**config.mk**
```make
export PLATFORM = sky130hd
export DESIGN_NAME = fpcc_top
export DESIGN_NICKNAME = d
export VERILOG_FILES = /design/src/fpcc_pkg.sv /design/src/fpcc_field_write.sv /design/src/fpcc_top.sv
export SDC_FILE = /design/constraint.sdc
export NUM_CORES = 1
export LEC_CHECK = 0
export BUFFER_PORTS_ARGS = -buffer_cell sky130_fd_sc_hd__buf_2
export CORE_MARGIN = 4
export CORE_UTILIZATION = 39
export DETAILED_ROUTE_END_ITERATION = 8
export PLACE_DENSITY = 0.78
export RECOVER_POWER = 50
export SLEW_MARGIN = 20
export SYNTH_ARGS = -nofsm -noshare
export SYNTH_HDL_FRONTEND = slang
export SYNTH_SLANG_ARGS = --single-unit
```
**constraint.sdc**
```tcl
create_clock -name aclk -period 1.6 [get_ports aclk]
set_clock_uncertainty 0.2 [all_clocks]
set_input_delay 0.16 -clock aclk [delete_from_list [all_inputs] [get_ports aclk]]
set_output_delay 0.16 -clock aclk [all_outputs]
set_load 0.02 [all_outputs]
```
**src/fpcc_pkg.sv**
```systemverilog
// package: register map, field positions, reset values and carriers
// ----------------------------------------------------------------------
// Overview of operation
// - auto-preserve enable lets fp instructions set context-active
// - context-active drives hardware save/restore on exceptions
// - auto-preserve enable banked per security state
// - lazy-save enable selects lazy preservation
// - lock set: non-secure lazy-enable writes ignored
// - lock clear: lazy enable writable from both
// - clear-on-return zeroes s0-s15, status on return
// - clear-on-return lock makes clear-on-return read-only from non-secure
// - non-secure sees clear-on-return lock as zero
// - lazy, locks, clear-on-return shared across states
// - lazy-save-active bit zero shows lazy state active
// ----------------------------------------------------------------------
package fpcc_pkg;
    localparam logic [11:0] FPCC_OFS_SECURE     = 12'h000;
    localparam logic [11:0] FPCC_OFS_NONSECURE  = 12'h004;
    localparam logic [11:0] FPCC_OFS_STATUS     = 12'h008;
    localparam int          FPCC_BIT_AUTO_PRESERVE_ENABLE      = 31;
    localparam int          FPCC_BIT_LAZY_SAVE_ENABLE      = 30;
    localparam int          FPCC_BIT_LSLOCK     = 29;
    localparam int          FPCC_BIT_CLR        = 28;
    localparam int          FPCC_BIT_CLRLOCK    = 27;
    localparam int          FPCC_BIT_LSACT      = 0;
    localparam int          FPCC_BIT_FPCA       = 1;
    localparam int          FPCC_BIT_SAVING     = 2;
    localparam int          FPCC_BIT_RESTORING  = 3;
    localparam int          FPCC_BIT_CLEARING   = 4;
    localparam logic        FPCC_RST_AUTO_PRESERVE_ENABLE      = 1'b1;
    localparam logic        FPCC_RST_LAZY_SAVE_ENABLE      = 1'b1;
    localparam logic        FPCC_RST_OTHER      = 1'b0;
    localparam logic [1:0]  FPCC_RESP_OKAY      = 2'b00;
    localparam logic [1:0]  FPCC_RESP_SLVERR    = 2'b10;

    // core-side events that this block reacts to
    typedef struct packed {
        logic fp_instr;
        logic exc_entry;
        logic exc_return;
        logic lazy_done;
    } fpcc_evt_s;

    // commands handed to the fp datapath, one-cycle pulses
    typedef struct packed {
        logic save_full;
        logic save_lazy;
        logic restore;
        logic clear_regs;
    } fpcc_cmd_s;
endpackage

```
**src/fpcc_field_write.sv**
```systemverilog
// write-merge of four of the upper fields for one access
`timescale 1ns/100ps
module fpcc_field_write
    import fpcc_pkg::*;
(
    input  wire logic        secure,
    input  wire logic [31:0] wdata,
    input  wire logic [3:0]  wstrb,
    input  wire logic        lazy_save_enable_cur,
    input  wire logic        lslock_cur,
    input  wire logic        clr_cur,
    input  wire logic        clrlock_cur,
    output logic             lazy_save_enable_new,
    output logic             lslock_new,
    output logic             clr_new,
    output logic             clrlock_new
);
    logic hi;
    always_comb begin
        hi = wstrb[3];
        lazy_save_enable_new   = lazy_save_enable_cur;
        lslock_new  = lslock_cur;
        clr_new     = clr_cur;
        clrlock_new = clrlock_cur;
        if (hi) begin
            if (secure) begin
                // secure side is never locked out
                lazy_save_enable_new   = wdata[FPCC_BIT_LAZY_SAVE_ENABLE];
                lslock_new  = wdata[FPCC_BIT_LSLOCK];
                clr_new     = wdata[FPCC_BIT_CLR];
                clrlock_new = wdata[FPCC_BIT_CLRLOCK];
            end else begin
                if (!lslock_cur) begin
                    lazy_save_enable_new = wdata[FPCC_BIT_LAZY_SAVE_ENABLE];
                end
                if (!clrlock_cur) begin
                    clr_new = wdata[FPCC_BIT_CLR];
                end
                // lock bits are write-ignored from non-secure
            end
        end
    end
endmodule

```
**src/fpcc_top.sv**
```systemverilog
// fp context control upper fields with axi4-lite register access
//
// The implementer's own choices: the AXI4-Lite register port and the address map.
`timescale 1ns/100ps
module fpcc_top
    import fpcc_pkg::*;
(
    input  wire logic        aclk,
    input  wire logic        aresetn,
    input  wire logic [11:0] s_axi_awaddr,
    input  wire logic [2:0]  s_axi_awprot,
    input  wire logic        s_axi_awvalid,
    output logic             s_axi_awready,
    input  wire logic [31:0] s_axi_wdata,
    input  wire logic [3:0]  s_axi_wstrb,
    input  wire logic        s_axi_wvalid,
    output logic             s_axi_wready,
    output logic [1:0]       s_axi_bresp,
    output logic             s_axi_bvalid,
    input  wire logic        s_axi_bready,
    input  wire logic [11:0] s_axi_araddr,
    input  wire logic [2:0]  s_axi_arprot,
    input  wire logic        s_axi_arvalid,
    output logic             s_axi_arready,
    output logic [31:0]      s_axi_rdata,
    output logic [1:0]       s_axi_rresp,
    output logic             s_axi_rvalid,
    input  wire logic        s_axi_rready,
    input  wire fpcc_evt_s   evt,
    input  wire logic        core_secure,
    output fpcc_cmd_s        cmd,
    output logic             fp_context_active,
    output logic             lazy_save_active,
    output logic             lazy_save_enable,
    output logic             clear_on_return
);
    import fpcc_pkg::*;

    // ------------------------------------------------------------------
    // field storage
    // ------------------------------------------------------------------
    logic auto_preserve_enable_s_r;
    logic auto_preserve_enable_ns_r;
    logic lazy_save_enable_r;
    logic lslock_r;
    logic clr_r;
    logic clrlock_r;
    logic fpca_r;
    logic lsact_r;

    // ------------------------------------------------------------------
    // axi write channel
    // ------------------------------------------------------------------
    logic        aw_held_r;
    logic        w_held_r;
    logic [11:0] awaddr_r;
    logic        awsec_r;
    logic [31:0] wdata_r;
    logic [3:0]  wstrb_r;
    logic        do_write;
    logic        wr_hit;

    // secure view needs both the secure address alias and a clear nonsecure bit
    // of the protection field; either one alone gives the non-secure view
    function automatic logic is_secure(input logic [11:0] a,
                                       input logic [2:0] p);
        is_secure = (a == FPCC_OFS_SECURE) && !p[1];
    endfunction

    function automatic logic is_mapped(input logic [11:0] a);
        is_mapped = (a == FPCC_OFS_SECURE) || (a == FPCC_OFS_NONSECURE) ||
                    (a == FPCC_OFS_STATUS);
    endfunction

    assign do_write = aw_held_r && w_held_r && !s_axi_bvalid;
    assign wr_hit   = do_write && ((awaddr_r == FPCC_OFS_SECURE) ||
                                   (awaddr_r == FPCC_OFS_NONSECURE));

    always_ff @(posedge aclk) begin
        if (!aresetn) begin
            aw_held_r     <= 1'b0;
            awaddr_r      <= 12'h000;
            awsec_r       <= 1'b0;
            s_axi_awready <= 1'b0;
        end else begin
            s_axi_awready <= !aw_held_r && !s_axi_awready;
            if (s_axi_awvalid && s_axi_awready) begin
                aw_held_r <= 1'b1;
                awaddr_r  <= s_axi_awaddr;
                awsec_r   <= is_secure(s_axi_awaddr, s_axi_awprot);
                s_axi_awready <= 1'b0;
            end else if (do_write) begin
                aw_held_r <= 1'b0;
            end
        end
    end

    always_ff @(posedge aclk) begin
        if (!aresetn) begin
            w_held_r     <= 1'b0;
            wdata_r      <= 32'h0000_0000;
            wstrb_r      <= 4'h0;
            s_axi_wready <= 1'b0;
        end else begin
            s_axi_wready <= !w_held_r && !s_axi_wready;
            if (s_axi_wvalid && s_axi_wready) begin
                w_held_r     <= 1'b1;
                wdata_r      <= s_axi_wdata;
                wstrb_r      <= s_axi_wstrb;
                s_axi_wready <= 1'b0;
            end else if (do_write) begin
                w_held_r <= 1'b0;
            end
        end
    end

    always_ff @(posedge aclk) begin
        if (!aresetn) begin
            s_axi_bvalid <= 1'b0;
            s_axi_bresp  <= FPCC_RESP_OKAY;
        end else if (do_write) begin
            s_axi_bvalid <= 1'b1;
            s_axi_bresp  <= wr_hit ? FPCC_RESP_OKAY : FPCC_RESP_SLVERR;
        end else if (s_axi_bready) begin
            s_axi_bvalid <= 1'b0;
        end
    end

    // ------------------------------------------------------------------
    // field update
    // ------------------------------------------------------------------
    logic lazy_save_enable_nxt;
    logic lslock_nxt;
    logic clr_nxt;
    logic clrlock_nxt;

    fpcc_field_write u_merge (
        .secure      (awsec_r),
        .wdata       (wdata_r),
        .wstrb       (wstrb_r),
        .lazy_save_enable_cur   (lazy_save_enable_r),
        .lslock_cur  (lslock_r),
        .clr_cur     (clr_r),
        .clrlock_cur (clrlock_r),
        .lazy_save_enable_new   (lazy_save_enable_nxt),
        .lslock_new  (lslock_nxt),
        .clr_new     (clr_nxt),
        .clrlock_new (clrlock_nxt)
    );

    // one shared copy of the lazy and clear fields for both states
    always_ff @(posedge aclk) begin
        if (!aresetn) begin
            lazy_save_enable_r   <= FPCC_RST_LAZY_SAVE_ENABLE;
            lslock_r  <= FPCC_RST_OTHER;
            clr_r     <= FPCC_RST_OTHER;
            clrlock_r <= FPCC_RST_OTHER;
        end else if (wr_hit) begin
            lazy_save_enable_r   <= lazy_save_enable_nxt;
            lslock_r  <= lslock_nxt;
            clr_r     <= clr_nxt;
            clrlock_r <= clrlock_nxt;
        end
    end

    // banked enable: each view writes its own copy
    always_ff @(posedge aclk) begin
        if (!aresetn) begin
            auto_preserve_enable_s_r  <= FPCC_RST_AUTO_PRESERVE_ENABLE;
            auto_preserve_enable_ns_r <= FPCC_RST_AUTO_PRESERVE_ENABLE;
        end else if (wr_hit && wstrb_r[3]) begin
            if (awsec_r) begin
                auto_preserve_enable_s_r  <= wdata_r[FPCC_BIT_AUTO_PRESERVE_ENABLE];
            end else begin
                auto_preserve_enable_ns_r <= wdata_r[FPCC_BIT_AUTO_PRESERVE_ENABLE];
            end
        end
    end

    // ------------------------------------------------------------------
    // context tracking and datapath commands
    // ------------------------------------------------------------------
    logic auto_preserve_enable_cur;
    logic clear_ok;
    assign auto_preserve_enable_cur = core_secure ? auto_preserve_enable_s_r : auto_preserve_enable_ns_r;
    assign clear_ok  = clr_r && fpca_r && !lsact_r;

    // an exception entry saves and drops context; a set in the same cycle
    // from an fp instruction loses, since the entry stacks first
    always_ff @(posedge aclk) begin
        if (!aresetn) begin
            fpca_r <= 1'b0;
        end else if (evt.exc_entry && fpca_r) begin
            fpca_r <= 1'b0;
        end else if (evt.fp_instr && auto_preserve_enable_cur) begin
            fpca_r <= 1'b1;
        end
    end

    // lazy-active: set on a lazy entry, cleared when the deferred save
    // completes; a new set beats a same-cycle completion
    always_ff @(posedge aclk) begin
        if (!aresetn) begin
            lsact_r <= 1'b0;
        end else if (evt.exc_entry && fpca_r && lazy_save_enable_r) begin
            lsact_r <= 1'b1;
        end else if (evt.lazy_done) begin
            lsact_r <= 1'b0;
        end
    end

    always_ff @(posedge aclk) begin
        if (!aresetn) begin
            cmd <= '0;
        end else begin
            cmd.save_full  <= evt.exc_entry && fpca_r && !lazy_save_enable_r;
            cmd.save_lazy  <= evt.exc_entry && fpca_r && lazy_save_enable_r;
            cmd.restore    <= evt.exc_return && fpca_r && !clear_ok;
            cmd.clear_regs <= evt.exc_return && clear_ok;
        end
    end

    always_ff @(posedge aclk) begin
        if (!aresetn) begin
            fp_context_active <= 1'b0;
            lazy_save_active  <= 1'b0;
            lazy_save_enable  <= FPCC_RST_LAZY_SAVE_ENABLE;
            clear_on_return   <= FPCC_RST_OTHER;
        end else begin
            fp_context_active <= fpca_r;
            lazy_save_active  <= lsact_r;
            lazy_save_enable  <= lazy_save_enable_r;
            clear_on_return   <= clr_r;
        end
    end

    // ------------------------------------------------------------------
    // axi read channel
    // ------------------------------------------------------------------
    logic [31:0] rd_val;
    always_comb begin
        rd_val = 32'h0000_0000;
        if (s_axi_araddr == FPCC_OFS_STATUS) begin
            rd_val[FPCC_BIT_LSACT]     = lsact_r;
            rd_val[FPCC_BIT_FPCA]      = fpca_r;
            rd_val[FPCC_BIT_SAVING]    = cmd.save_full;
            rd_val[FPCC_BIT_RESTORING] = cmd.restore;
            rd_val[FPCC_BIT_CLEARING]  = cmd.clear_regs;
        end else if (is_mapped(s_axi_araddr)) begin
            rd_val[FPCC_BIT_LAZY_SAVE_ENABLE] = lazy_save_enable_r;
            rd_val[FPCC_BIT_LSLOCK] = lslock_r;
            rd_val[FPCC_BIT_CLR]   = clr_r;
            rd_val[FPCC_BIT_LSACT] = lsact_r;
            if (is_secure(s_axi_araddr, s_axi_arprot)) begin
                rd_val[FPCC_BIT_AUTO_PRESERVE_ENABLE]   = auto_preserve_enable_s_r;
                rd_val[FPCC_BIT_CLRLOCK] = clrlock_r;
            end else begin
                rd_val[FPCC_BIT_AUTO_PRESERVE_ENABLE] = auto_preserve_enable_ns_r;
                // lock reads as zero from the non-secure view
            end
        end
    end

    always_ff @(posedge aclk) begin
        if (!aresetn) begin
            s_axi_arready <= 1'b0;
            s_axi_rvalid  <= 1'b0;
            s_axi_rdata   <= 32'h0000_0000;
            s_axi_rresp   <= FPCC_RESP_OKAY;
        end else begin
            s_axi_arready <= !s_axi_rvalid && !s_axi_arready;
            if (s_axi_arvalid && s_axi_arready) begin
                s_axi_arready <= 1'b0;
                s_axi_rvalid  <= 1'b1;
                s_axi_rdata   <= rd_val;
                s_axi_rresp   <= is_mapped(s_axi_araddr) ?
                                 FPCC_RESP_OKAY : FPCC_RESP_SLVERR;
            end else if (s_axi_rvalid && s_axi_rready) begin
                s_axi_rvalid <= 1'b0;
            end
        end
    end
endmodule

```
==> run summary <==
status: finished with violations
failing checks: setup timing
area leader, netlist: dfxtp_1
Yosys warnings: 0
Pre-antenna DRT Iters: 4
# nets final: 435
final core area utilization: 0.5681
clock-pin slew on the worst setup and hold paths: 0.10 ns
global route overflow: 0
Area Overhead vs Synth: 40.61%
first-pass GRT wire length: 8.756 mm
Sink Count: 53
Initial DRC Count: 91
Synth area leaders: dfxtp_1, buf_4, nand2_1, a21boi_0, mux2i_1
Inserted Clock Buffers: 5
# diodes: 0
initial antenna violation count: 0
Mapped Area: 0.002225 mm²
fin crit period: 1.648 ns
final setup vio count: 4
routed wire length: 5.346 mm
ys async rst share: 0
RSZ-0062 raised after global routing: true
GRT Overall Usage: 0.1516
ys flop type: dfxtp_1
Clock Path Buffers: 2
largest net degree at the start of global routing: 19
clock tree from TritonCTS: yes
Startpoint Class: flop
placeable core area: 0.005507 mm²
Worst EP arrival: 1.62 ns
cell count after synthesis: 245
Leakage Power: 1.256 nW
Placer Congestion: 0.8414
number of flops mapped to enable cells by yosys: 0
Power Density: 854.5 mW/mm²
Post-DRT Antenna Nets: 0
placed cell count: 387
post-DR wirelength/cell: 12.43 µm
Core Rows: 27
Skew-Pair Late Insertion Delay: 0.30 ns
fmax: 0.6068 GHz
Tcrit/Tclk final: 1.030
Final Worst Setup Slack: -0.04801 ns
chip height: 83.53 µm
post-synth top area share: 0.4769
final slew viol count: 0
post-synthesis cell type count: 39
H-tree level count: 2
CP Capture Type: flop
via count: 2020
Initial Utilization: 0.4040
number of port buffers: 68
critical path peak fanout: 5
Hold WS: 0.02822 ns
# Max-Cap Violations: 0
Finished Layout Cells: 430
clock root cell: clkbuf_8
vias in the first global route: 1934
register area share after synthesis: 0.4769
Yosys reg bits: 53
CP Class: flop to flop
share of cells above drive strength 1: 0.2430
reg-to-reg slack, setup: -0.05 ns
Req. time, crit path: 1.57 ns
Mapped Avg Cell Area: 9.080 µm²
number of I/O pins: 127
maximum VDD drop: 0.0004990 V
die width: 83.53 µm
final hold viol count: 0
HP Class: input pin to flop
dpl hpwl: 3.586 mm
vias per inst: 4.698
drt drc: 0
die area: 0.006976 mm²
[power by group]
part	total (mW)	internal (mW)	switching, mW	leakage, nW
Sequential	1.39	1.36	0.0315	0.433
Combinational	0.372	0.176	0.196	0.769
Clock	0.908	0.468	0.439	0.0543
Total	2.67	2.01	0.667	1.26
[stage by stage]
step	area, µm²	setup TNS, ns	power, mW	setup WS (ns)
CTS	3133	-0.06232	2.701	-0.04173
floorplan	2347	-0.5920	1.645	-0.1357
global placement	2658	-1.865	1.720	-0.2630
global route	3128	-0.3726	2.800	-0.1028
detailed placement	2658	-2.117	1.725	-0.2948
finish	3128	-0.08998	2.673	-0.04801
[cells in the mapped netlist (3+ instances only)]
cell type  count
dfxtp_1       53
nor3b_1        5
a22oi_1        3
or4_1          3
a21oi_1        5
nor4_1         4
nor3_1         3
nor2b_1        5
nand2_1       48
a22o_1         3
nand2b_1       4
mux2i_1        4
and2_1         4
buf_4         24
inv_1          7
o21ai_0        5
a21boi_0      23
nand3_1        7
clkbuf_1      10
[cell families (layout without fill, tap and decap cells)]
kind of cell	Yosys count	after routing	synth area share
flops	53	53	0.4769
mux	6	6	0.02812
simple gates	98	98	0.2351
other cells	1	24	0.001686
buf+inv	41	131	0.1097
compound gates	46	46	0.1485
[area by class of cell]
class | instances | area [µm²]
fillers | 498 | 2379
multi-input cells | 174 | 1072
flip-flops and latches | 53 | 1067
repair buffers | 116 | 757.0
well taps | 72 | 90.09
clock buffers | 5 | 68.82
clock inverters | 3 | 46.29
inverters | 7 | 26.28
[placed cells by master (no fill, tap or decap), types with 7 or more instances in the layout]
cell type       n
clkbuf_1       24
nand3_1         7
conb_1         24
dlygate4sd3_1  34
a21boi_0       23
dfxtp_1        48
buf_4          12
inv_1           7
buf_2          43
nand2_1        46
[path summary, 6_finish.rpt]
kind                 from                  endpoint  cells after the start
max          awaddr_r[10]  auto_preserve_enable_s_r                      5
min                evt[3]                    fpca_r                      4
max reg2reg  awaddr_r[10]  auto_preserve_enable_s_r                      5
min reg2reg  s_axi_rvalid             s_axi_arready                      1
[layer usage]
metal  wire (µm)  up-vias  GRT usage  share of wire
li1            -     1012          -              -
met1        2250      928     0.1707           0.42
met2        2629       72     0.2704           0.49
met3         383        8    0.04640          0.072
met4          83        0    0.05263          0.016
met5           0        -          0              0
[timing repair]
action / CTS / global route
pin swaps: 2 / 6
hold buffers: 34 / 0
resized for setup: 8 / 6
hold endpoints to repair: 30 / 0
setup buffers: 1 / 1
endpoints found under the setup margin: 3 / 16
[flip-flops by register name, indices dropped and copies added (netlist names), 4 cells and up]
| name | flops |
|---|---|
| awaddr_r | 11 |
| cmd | 4 |
| s_axi_rdata | 10 |
| wdata_r | 5 |
[worst max-delay path, stage by stage (launching register included)]
cell and delay (ns):
dfxtp_2 0.34, nor4_4 0.31, nand4_1 0.21, buf_4 0.21
o21ai_1 0.14, o311ai_1 0.12
(Power assumes the default switching activity.)
